**src/eqbc_consts.svh**
```systemverilog
`ifndef EQBC_CONSTS_SVH
`define EQBC_CONSTS_SVH
// ****************************************
// Widths, lane count, pull defaults and reset values
// ****************************************
`define EQBC_BOOST_W 3
`define EQBC_THRESH_W 4
`define EQBC_AMP_W 2
`define EQBC_LANES 4
`define EQBC_EN_PULL 1'b1
`define EQBC_SRC_PULL 1'b1
`define EQBC_BST_PULL 3'h0
`define EQBC_BOOST_RST 3'h0
`define EQBC_THRESH_RST 4'h0
`define EQBC_AMP_RST 2'h0
`define EQBC_EN_RST 1'b1
`endif

```
**src/eqbc_pkg.sv**
```systemverilog
`include "eqbc_consts.svh"
package eqbc_pkg;
    typedef logic [`EQBC_BOOST_W-1:0] eqbc_boost_t;
    typedef enum logic [0:0] {
        EQBC_STANDBY = 1'b0,
        EQBC_NORMAL = 1'b1
    } eqbc_mode_t;
endpackage : eqbc_pkg

```
**src/eqbc_top.sv**
```systemverilog
`timescale 1ns/1ns
`default_nettype none
`include "eqbc_consts.svh"
module eqbc_top
    import eqbc_pkg::*;
#(
    parameter int BOOST_W = `EQBC_BOOST_W,
    parameter int THRESH_W = `EQBC_THRESH_W,
    parameter int AMP_W = `EQBC_AMP_W,
    parameter int LANES = `EQBC_LANES
) (
    input wire logic clk,
    input wire logic rst_n,
    input wire logic global_enable,
    input wire logic global_enable_driven,
    input wire logic boost_source_select,
    input wire logic boost_source_select_driven,
    input wire logic boost_level_pin0,
    input wire logic boost_level_pin1,
    input wire logic boost_level_pin2,
    input wire logic [BOOST_W-1:0] boost_pins_driven,
    input wire logic chip_select,
    input wire logic chip_select_driven,
    input wire logic mgmt_wr_stb,
    input wire logic [BOOST_W-1:0] mgmt_boost,
    input wire logic [AMP_W-1:0] mgmt_amplitude,
    input wire logic mgmt_enable,
    input wire logic [THRESH_W-1:0] mgmt_threshold,
    input wire logic clock_lane_level_above,
    input wire logic [THRESH_W-1:0] clock_lane_amplitude,
    output logic [BOOST_W-1:0] lane_boost_level,
    output logic [AMP_W-1:0] lane_amplitude,
    output logic [THRESH_W-1:0] detect_threshold,
    output logic [LANES-1:0] lane_out_enable,
    output logic device_active,
    output logic clock_lane_detect_out
);
    // ****************************************
    // Pin synchronisers
    // ****************************************
    // Seven single-bit pins, two boost groups and the amplitude word
    localparam int NS = 7 + BOOST_W * 2 + THRESH_W;
    logic [NS-1:0] raw;
    logic [NS-1:0] s1_q;
    logic [NS-1:0] s2_q;
    assign raw = {global_enable, global_enable_driven, boost_source_select,
        boost_source_select_driven, boost_level_pin2, boost_level_pin1, boost_level_pin0,
        boost_pins_driven, chip_select, chip_select_driven, clock_lane_level_above,
        clock_lane_amplitude};

    always_ff @(posedge clk or negedge rst_n) begin
        if (!rst_n) begin
            s1_q <= '0;
            s2_q <= '0;
        end else begin
            s1_q <= raw;
            s2_q <= s1_q;
        end
    end

    logic en_s, en_drv_s, src_s, src_drv_s, cs_s, cs_drv_s, cl_above_s;
    logic [BOOST_W-1:0] bst_s, bst_drv_s;
    logic [THRESH_W-1:0] cl_amp_s;
    assign {en_s, en_drv_s, src_s, src_drv_s, bst_s, bst_drv_s, cs_s, cs_drv_s,
        cl_above_s, cl_amp_s} = s2_q;

    // ****************************************
    // Pull defaults for undriven pins
    // ****************************************
    logic en_eff, src_eff, cs_eff;
    logic [BOOST_W-1:0] bst_eff;
    assign en_eff = en_drv_s ? en_s : `EQBC_EN_PULL;
    assign src_eff = src_drv_s ? src_s : `EQBC_SRC_PULL;
    assign bst_eff = (bst_s & bst_drv_s) | (`EQBC_BST_PULL & ~bst_drv_s);
    assign cs_eff = cs_drv_s & cs_s;

    // ****************************************
    // Management register
    // ****************************************
    logic [BOOST_W-1:0] reg_boost_q;
    logic [AMP_W-1:0] reg_amp_q;
    logic reg_en_q;
    logic [THRESH_W-1:0] reg_thresh_q;
    logic wr_ok;
    assign wr_ok = mgmt_wr_stb & cs_eff;

    always_ff @(posedge clk or negedge rst_n) begin
        if (!rst_n) begin
            reg_boost_q <= `EQBC_BOOST_RST;
            reg_amp_q <= `EQBC_AMP_RST;
            reg_en_q <= `EQBC_EN_RST;
            reg_thresh_q <= `EQBC_THRESH_RST;
        end else if (wr_ok) begin
            reg_boost_q <= mgmt_boost;
            reg_amp_q <= mgmt_amplitude;
            reg_en_q <= mgmt_enable;
            reg_thresh_q <= mgmt_threshold;
        end
    end

    // ****************************************
    // Lane controls
    // ****************************************
    eqbc_mode_t mode;
    eqbc_boost_t boost_sel;
    assign mode = (en_eff & reg_en_q) ? EQBC_NORMAL : EQBC_STANDBY;
    assign boost_sel = src_eff ? bst_eff : reg_boost_q;

    always_ff @(posedge clk or negedge rst_n) begin
        if (!rst_n) begin
            lane_boost_level <= '0;
            lane_amplitude <= '0;
            detect_threshold <= '0;
            lane_out_enable <= '0;
            device_active <= 1'b0;
        end else begin
            lane_boost_level <= boost_sel;
            lane_amplitude <= reg_amp_q;
            detect_threshold <= reg_thresh_q;
            lane_out_enable <= {LANES{mode == EQBC_NORMAL}};
            device_active <= (mode == EQBC_NORMAL);
        end
    end

    // ****************************************
    // Clock lane detect
    // ****************************************
    always_ff @(posedge clk or negedge rst_n) begin
        if (!rst_n) begin
            clock_lane_detect_out <= 1'b0;
        end else begin
            clock_lane_detect_out <= (mode == EQBC_NORMAL) & cl_above_s
                & (cl_amp_s >= reg_thresh_q);
        end
    end
endmodule : eqbc_top
`default_nettype wire

```
**config.mk**
```make
export PLATFORM = sky130hd
export DESIGN_NAME = eqbc_top
export DESIGN_NICKNAME = d
export VERILOG_FILES = /design/src/eqbc_pkg.sv /design/src/eqbc_top.sv
export VERILOG_INCLUDE_DIRS = /design/src
export SDC_FILE = /design/constraint.sdc
export NUM_CORES = 1
export LEC_CHECK = 0
export BUFFER_PORTS_ARGS = -buffer_cell sky130_fd_sc_hd__buf_4
export CAP_MARGIN = 5
export CELL_PAD_IN_SITES_DETAIL_PLACEMENT = 1
export CELL_PAD_IN_SITES_GLOBAL_PLACEMENT = 1
export CORE_MARGIN = 2
export CORE_UTILIZATION = 25
export DETAILED_ROUTE_END_ITERATION = 6
export PLACE_DENSITY = 0.47
export REMOVE_ABC_BUFFERS = 1
export SKIP_LAST_GASP = 1
export SLEW_MARGIN = 5
export SYNTH_ARGS = -nofsm -noshare
export SYNTH_HDL_FRONTEND = slang
export SYNTH_SLANG_ARGS = --single-unit
```
**constraint.sdc**
```tcl
create_clock -name clk -period 1.8 [get_ports clk]
set_input_delay 0.18 -clock clk [delete_from_list [all_inputs] [get_ports clk]]
set_output_delay 0.18 -clock clk [all_outputs]
set_load 0.03 [all_outputs]
```
==> out/metrics.csv, run 1 <==
stage,metric,value,unit
drt,routed_wirelength,2850,microns
sta,fmaxAchievable,669,MHz
sta,worstMarginPinSlew,664,ps
clock_network,clk-insertion-delay-late,300,ps
placement,placement.io_buffers,44,
drt,wl_per_cell,11.8,microns
grt,grt_first_pass_wirelength,4970,microns
sta,setup_viol,0,
floorplanning,design.die.area,7480,sq um
floorplanning,floorplan.initialDensity,25.4,%
grt,grt_start_max_net_pins,56,
power,largest_voltage_drop_on_the_vdd_net,0.362,mV
cells_and_area,area.growth.synth_to_final,42.2,%
cells_and_area,finish.utilization,36.2,%
clock_network,cts_root_buffer,clkbuf_8,
critical_path,crit_slowest_cell,dfrtp_1,
sta,finalWorstPathRequiredPeriod,1490,ps
drt,firstDrtPassIters,2,
cells_and_area,drive_gt1_share,41.0,%
placement,place.gp.congestion,0.657,
power,report.power.total,0.00276,W
placement,detailed_place_hpwl,1910,microns
synthesis,synthesis.yosys.warnings,0,
grt,grt_antenna_before_repair,0,
run,maxCapViolCount,0,
clock_network,cts.repair.resized,0,
clock_network,cts_buf_count,5,
cells_and_area,finish.instance_area,2420,sq um
cells_and_area,n_fill_cell,704,
clock_network,cts_sinks,55,
cells_and_area,antenna_cells,0,
synthesis,synth_cell_types,15,
floorplanning,number_of_core_rows,30,
clock_network,cts_tree,built,
drt,via_count,928,
critical_path,cp.arrival,1690,ps
critical_path,cp_max_fo,3,
critical_path,worst-setup-path-type,reg -> reg,
floorplanning,design.core.area,6680,sq um
critical_path,crit_path_required_time,2000,ps
floorplanning,die_width,86.5,microns
status,run_status,finished clean,
critical_path,worstSetupEndpointType,flip-flop,
grt,global_route.overflow_total,0,
synthesis,synth-seq-cells,55,
sta,clock_skew,2.98,ps
drt,detail_route.vias_per_cell,3.85,
critical_path,max_stage_delay,410,ps
clock_network,clock_path_buffers,2,
clock_network,postCtsSetupRepairBufs,0,
power,powerDensity,1140,nW/um^2
cells_and_area,fin_nets,194,
grt,first_global_vias,1039,
synthesis,synth.yosys.seq_area_share,81.0,%
synthesis,synth.cell_area,1700,sq um
drt,drt_drc_violations_left,0,
grt,grt_usage,8.74,%
critical_path,critPathLaunchType,flip-flop,
floorplanning,num_io_pins,45,
critical_path,path_cells,ha_1 -> nand2b_4 -> a2111oi_2 -> and4b_1,
drt,drt-initial-drc-count,19,
min_path,timing.hold.worst.class,in -> reg,
drt,ant_nets,0,
critical_path,worst-r2r-cell-count,4,
floorplanning,fp.dieH,86.5,microns
synthesis,synth_area_per_cell,17.9,sq um
synthesis,netlist_instances,95,
sta,rsz0062_at_grt,no,
min_path,timing.hold.worst_path_depth,2,
sta,fin_setup_tns,0,ps
power,leakagePower,1.14,nW
clock_network,ctsHtreeMaxLevel,2,
placement,placed_cell_areas,2100,sq um
sta,max_slew_margin,55.7,%
clock_network,worst_setup_hold_path_clk_slew,90,ps
sta,report.final.hold_viol_count,0,
sta,post-route-period-util,83.0,%
sta,finalMaxSlewViolations,0,
[cell usage after synthesis]
library cell / number / area [sq um]
ha_1: 4 / 50.1
nor2b_1: 1 / 6.26
nand3_2: 1 / 10.0
mux2_2: 10 / 113
and4b_1: 1 / 10.0
dfrtp_1: 54 / 1350
dfstp_2: 1 / 26.3
inv_1: 5 / 18.8
a2111oi_2: 1 / 15.0
o21ai_0: 4 / 20.0
nand2b_1: 1 / 6.26
nand2_1: 6 / 22.5
buf_4: 4 / 30.0
a21boi_0: 1 / 7.51
nand2b_4: 1 / 13.8
[layout by cell type (no fill, tap or decap)]
master / n
dfrtp_1: 54
buf_4: 44
dlygate4sd3_1: 18
mux2_2: 10
nand2_1: 6
inv_1: 5
clkbuf_8: 5
o21ai_0: 4
ha_1: 4
bufinv_16: 2
nor2b_1: 1
a21boi_0: 1
nand2b_4: 1
a2111oi_2: 1
nand2b_1: 1
and4b_1: 1
nand3_2: 1
clkinvlp_4: 1
dfstp_2: 1
[worst max-delay path, delay by kind of cell, from the launching register on]
kind / cells / cell delay [ps]
simple gates: 2 / 370
fa+ha+maj: 1 / 280
flops: 1 / 410
compound gates: 1 / 340
[per-layer routing]
layer	vias up	share of wire [%]	global-route usage, %
met2	24	54	14.6
met4	0	1.9	3.84
met5	-	0	0
li1	431	-	-
met3	5	5.9	3.43
met1	468	39	9.88
[metrics by stage]
step	setup slack (ps)	hold slack [ps]	std cells
final	306	106	241
after global routing	250	92.3	241
after CTS	298	93.1	241
after detailed placement	319	271	215
after global placement	345	249	215
after floorplan	389	-116	91
[cell families (layout without fill, tap and decap cells)]
kind of cell / count (synthesis) / count (layout) / synth area share (%)
adders and majority gates: 4 / 4 / 2.94
DFF: 55 / 55 / 81.0
buffers and inverters: 9 / 75 / 2.87
muxes: 10 / 10 / 6.62
AOI/OAI and AO/OA: 6 / 6 / 2.50
and+or+nand+nor: 11 / 11 / 4.05
[where the power goes]
group | switching (W) | internal (W) | total, W
clock network | 0.000390 | 0.000554 | 0.000944
registers | 0.0000498 | 0.00136 | 0.00141
logic | 0.000211 | 0.000199 | 0.000410
total | 0.000651 | 0.00211 | 0.00276
[final timing paths]
path,startpoint,to,slack (ps)
setup reg to reg,reg_thresh_q[0],clock_lane_detect_out,310
min in group asynchronous,rst_n,s1_q[5],450
setup / recovery,reg_thresh_q[0],clock_lane_detect_out,310
max in group asynchronous,rst_n,s1_q[3],910
hold / removal,mgmt_threshold[2],reg_thresh_q[2],110
hold reg to reg,s1_q[13],s2_q[13],360
[registers in the layout, indices dropped and copies added (netlist names)]
register               flops
s1_q                      17
s2_q                      17
detect_threshold           4
reg_thresh_q               4
lane_boost_level           3
reg_boost_q                3
lane_amplitude             2
reg_amp_q                  2
clock_lane_detect_out      1
lane_out_enable            1
reg_en_q                   1
[cell type report]
class | count | area, sq um | area share (%)
clock inverters | 3 | 67.6 | 2.80
clock buffers | 5 | 68.8 | 2.85
inverters | 5 | 18.8 | 0.776
repair buffers | 62 | 510 | 21.1
multi-input cells | 31 | 274 | 11.3
well taps | 80 | 100 | 4.14
flip-flops and latches | 55 | 1380 | 57.0
[repair_timing]
action	4_1_cts	5_1_grt
setup endpoints to repair	0	0
endpoints found under the hold margin	71	0
hold buffers	18	0
(Power assumes the default switching activity.)
==> run 2: changes to the inputs <==
PLACE_DENSITY = 0.48   (was 0.47)
clock period = 1.3 ns   (was 1.8 ns; I/O delays follow)
==> run 2 against run 1 <==
- the flow now finishes with violations (negative setup slack)
- sequential power rose by 38%
- non-clock buffer count increased by 4
- clock-buffer cell count up 2
- first-iteration DRC count rose by 120%
- fmax is 6.2% higher
- via count grew 2.2%
- global-route usage about the same
- core utilization rose by 0.19 points
==> out/metrics.csv, run 2 (same netlist as run 1, synthesis figures left out) <==
stage,metric,value,unit,change
critical_path,cp.arrival,1600,ps,-90 ps
cells_and_area,area.growth.synth_to_final,42.9,%,
placement,placement.io_buffers,44,,unchanged
clock_network,cts_buf_count,5,,unchanged
clock_network,clock_path_buffers,2,,unchanged
floorplanning,floorplan.initialDensity,25.4,%,unchanged
drt,ant_nets,0,,unchanged
grt,grt_usage,8.75,%,+0.011 points
min_path,timing.hold.worst_path_depth,2,,unchanged
grt,grt_start_max_net_pins,56,,unchanged
cells_and_area,fin_nets,198,,+2.1%
placement,placed_cell_areas,2120,sq um,+0.71%
placement,detailed_place_hpwl,1950,microns,+2.0%
sta,finalWorstPathRequiredPeriod,1410,ps,-87.8 ps
clock_network,cts_root_buffer,clkbuf_8,,
power,largest_voltage_drop_on_the_vdd_net,0.517,mV,+43%
sta,max_slew_margin,55.2,%,-0.46 points
sta,finalMaxSlewViolations,0,,unchanged
sta,report.final.hold_viol_count,0,,unchanged
sta,timing.final.ws_setup,-106,ps,-412 ps
cells_and_area,drive_gt1_share,41.2,%,+0.22 points
grt,global_route.overflow_total,0,,unchanged
critical_path,worst-r2r-cell-count,4,,unchanged
floorplanning,number_of_core_rows,30,,unchanged
placement,place.gp.congestion,0.677,,+3.0%
sta,post-route-period-util,108,%,+25 points
cells_and_area,antenna_cells,0,,unchanged
floorplanning,num_io_pins,45,,unchanged
min_path,timing.hold.worst.class,in -> reg,,
drt,wl_per_cell,11.7,microns,-1.0%
floorplanning,fp.dieH,86.5,microns,unchanged
critical_path,crit_path_required_time,1490,ps,-510 ps
cells_and_area,n_fill_cell,710,,+0.85%
clock_network,cts_tree,built,,
drt,via_count,948,,+2.2%
sta,clock_skew,8.03,ps,+5.05 ps
grt,grt_first_pass_wirelength,4970,microns,unchanged
placement,place.detailed.instances,217,,+0.93%
drt,drt-initial-drc-count,41,,+22
power,powerDensity,1500,nW/um^2,+31%
clock_network,cts_sinks,55,,unchanged
sta,setup_viol,1,,+1
status,run_status,"complete, but fails checks",,
cells_and_area,finish.instance_area,2430,sq um,+0.52%
critical_path,cp_max_fo,2,,-1
cells_and_area,instances_no_fill,245,,+1.7%
drt,drt_drc_violations_left,0,,unchanged
critical_path,worstSetupEndpointType,flip-flop,,
sta,fin_setup_tns,-106,ps,-106 ps
sta,rsz0062_at_grt,yes,,
clock_network,worst_setup_hold_path_clk_slew,90,ps,about the same
placement,dp_worst_setup_slack,-189,ps,-508 ps
cells_and_area,reg.largest.list,"s1_q (17), s2_q (17)",,
power,leakagePower,1.15,nW,+0.75%
clock_network,ctsHtreeMaxLevel,2,,unchanged
critical_path,critPathLaunchType,flip-flop,,
status,violations,negative setup slack,,
floorplanning,design.core.area,6680,sq um,unchanged
critical_path,worst-setup-path-type,reg -> reg,,
drt,routed_wirelength,2870,microns,+0.60%
sta,worstMarginPinSlew,671,ps,+6.83 ps
drt,detail_route.vias_per_cell,3.87,,+0.49%
clock_network,clk-insertion-delay-late,300,ps,about the same
grt,first_global_vias,1066,,+2.6%
grt,grt_antenna_before_repair,0,,unchanged
cells_and_area,layout_common_cells,"dfrtp_1 (54), buf_4 (48), dlygate4sd3_1 (18), mux2_2 (10), nand2_1 (6)",,
run,maxCapViolCount,0,,unchanged
floorplanning,die_width,86.5,microns,unchanged
sta,fmaxAchievable,711,MHz,+6.2%
floorplanning,design.die.area,7480,sq um,unchanged
cells_and_area,final_common_cell,dfrtp_1,,
drt,firstDrtPassIters,2,,unchanged
==> run 2: stage by stage <==
| stage | util, % | hold WS, ps | power, W |
|---|---|---|---|
| 2_1_floorplan | - | -166 | 0.00225 |
| 3_3_place_gp | 31.7 | 207 | 0.00252 |
| 3_5_place_dp | 31.7 | 221 | 0.00254 |
| 4_1_cts | 36.3 | 50.1 | 0.00371 |
| 5_1_grt | 36.4 | 47.2 | 0.00386 |
| 6_report | 36.4 | 62.5 | 0.00365 |
==> run 2: layout make-up <==
cell class / instances / area [sq um] / share of cell area [%]
flip-flops and latches: 55 / 1380 / 56.7
repair buffers: 66 / 541 / 22.2
multi-input cells: 31 / 287 / 11.8
well taps: 80 / 100 / 4.12
clock buffers: 7 / 76.3 / 3.14
clock inverters: 1 / 30.0 / 1.24
inverters: 5 / 18.8 / 0.772
==> run 2: worst paths after layout <==
path | from | to | slack, ps
worst max register to register | reg_thresh_q[0] | clock_lane_detect_out | -110
worst min register to register | s1_q[5] | s2_q[5] | 360
worst min-delay path | mgmt_boost[1] | reg_boost_q[1] | 60
worst max-delay path | reg_thresh_q[0] | clock_lane_detect_out | -110
min in group asynchronous | rst_n | s1_q[15] | 410
max in group asynchronous | rst_n | s1_q[6] | 440
==> run 2: worst max-delay path: stages (launching register included) <==
cell	delay, ps
dfrtp_1	390
ha_1	270
nand2b_4	150
a2111oi_4	270
and4b_1	220
==> run 2: power breakdown <==
part	internal [W]	leakage [nW]	switching [W]
registers	0.00188	0.649	0.0000669
clock network	0.000577	0.0524	0.000502
logic	0.000312	0.450	0.000312
==> run 2: what timing repair did <==
action / 4_1_cts / 5_1_grt
endpoints found under the setup margin: 1 / 1
pin swaps: 1 / 0
gates cloned: 0 / 0
hold endpoints to repair: 71 / 0
gates resized for setup: 1 / 0
buffers inserted: 1 / 1
hold buffers: 18 / 0
==> run 2: per-layer routing <==
metal  share of wire [%]  vias up  track usage [%]
li1                    -      439                -
met1                  40      475             10.5
met2                  52       28             14.4
met3                 5.6        6             3.05
met4                 1.7        0             3.41
met5                   0        -                0
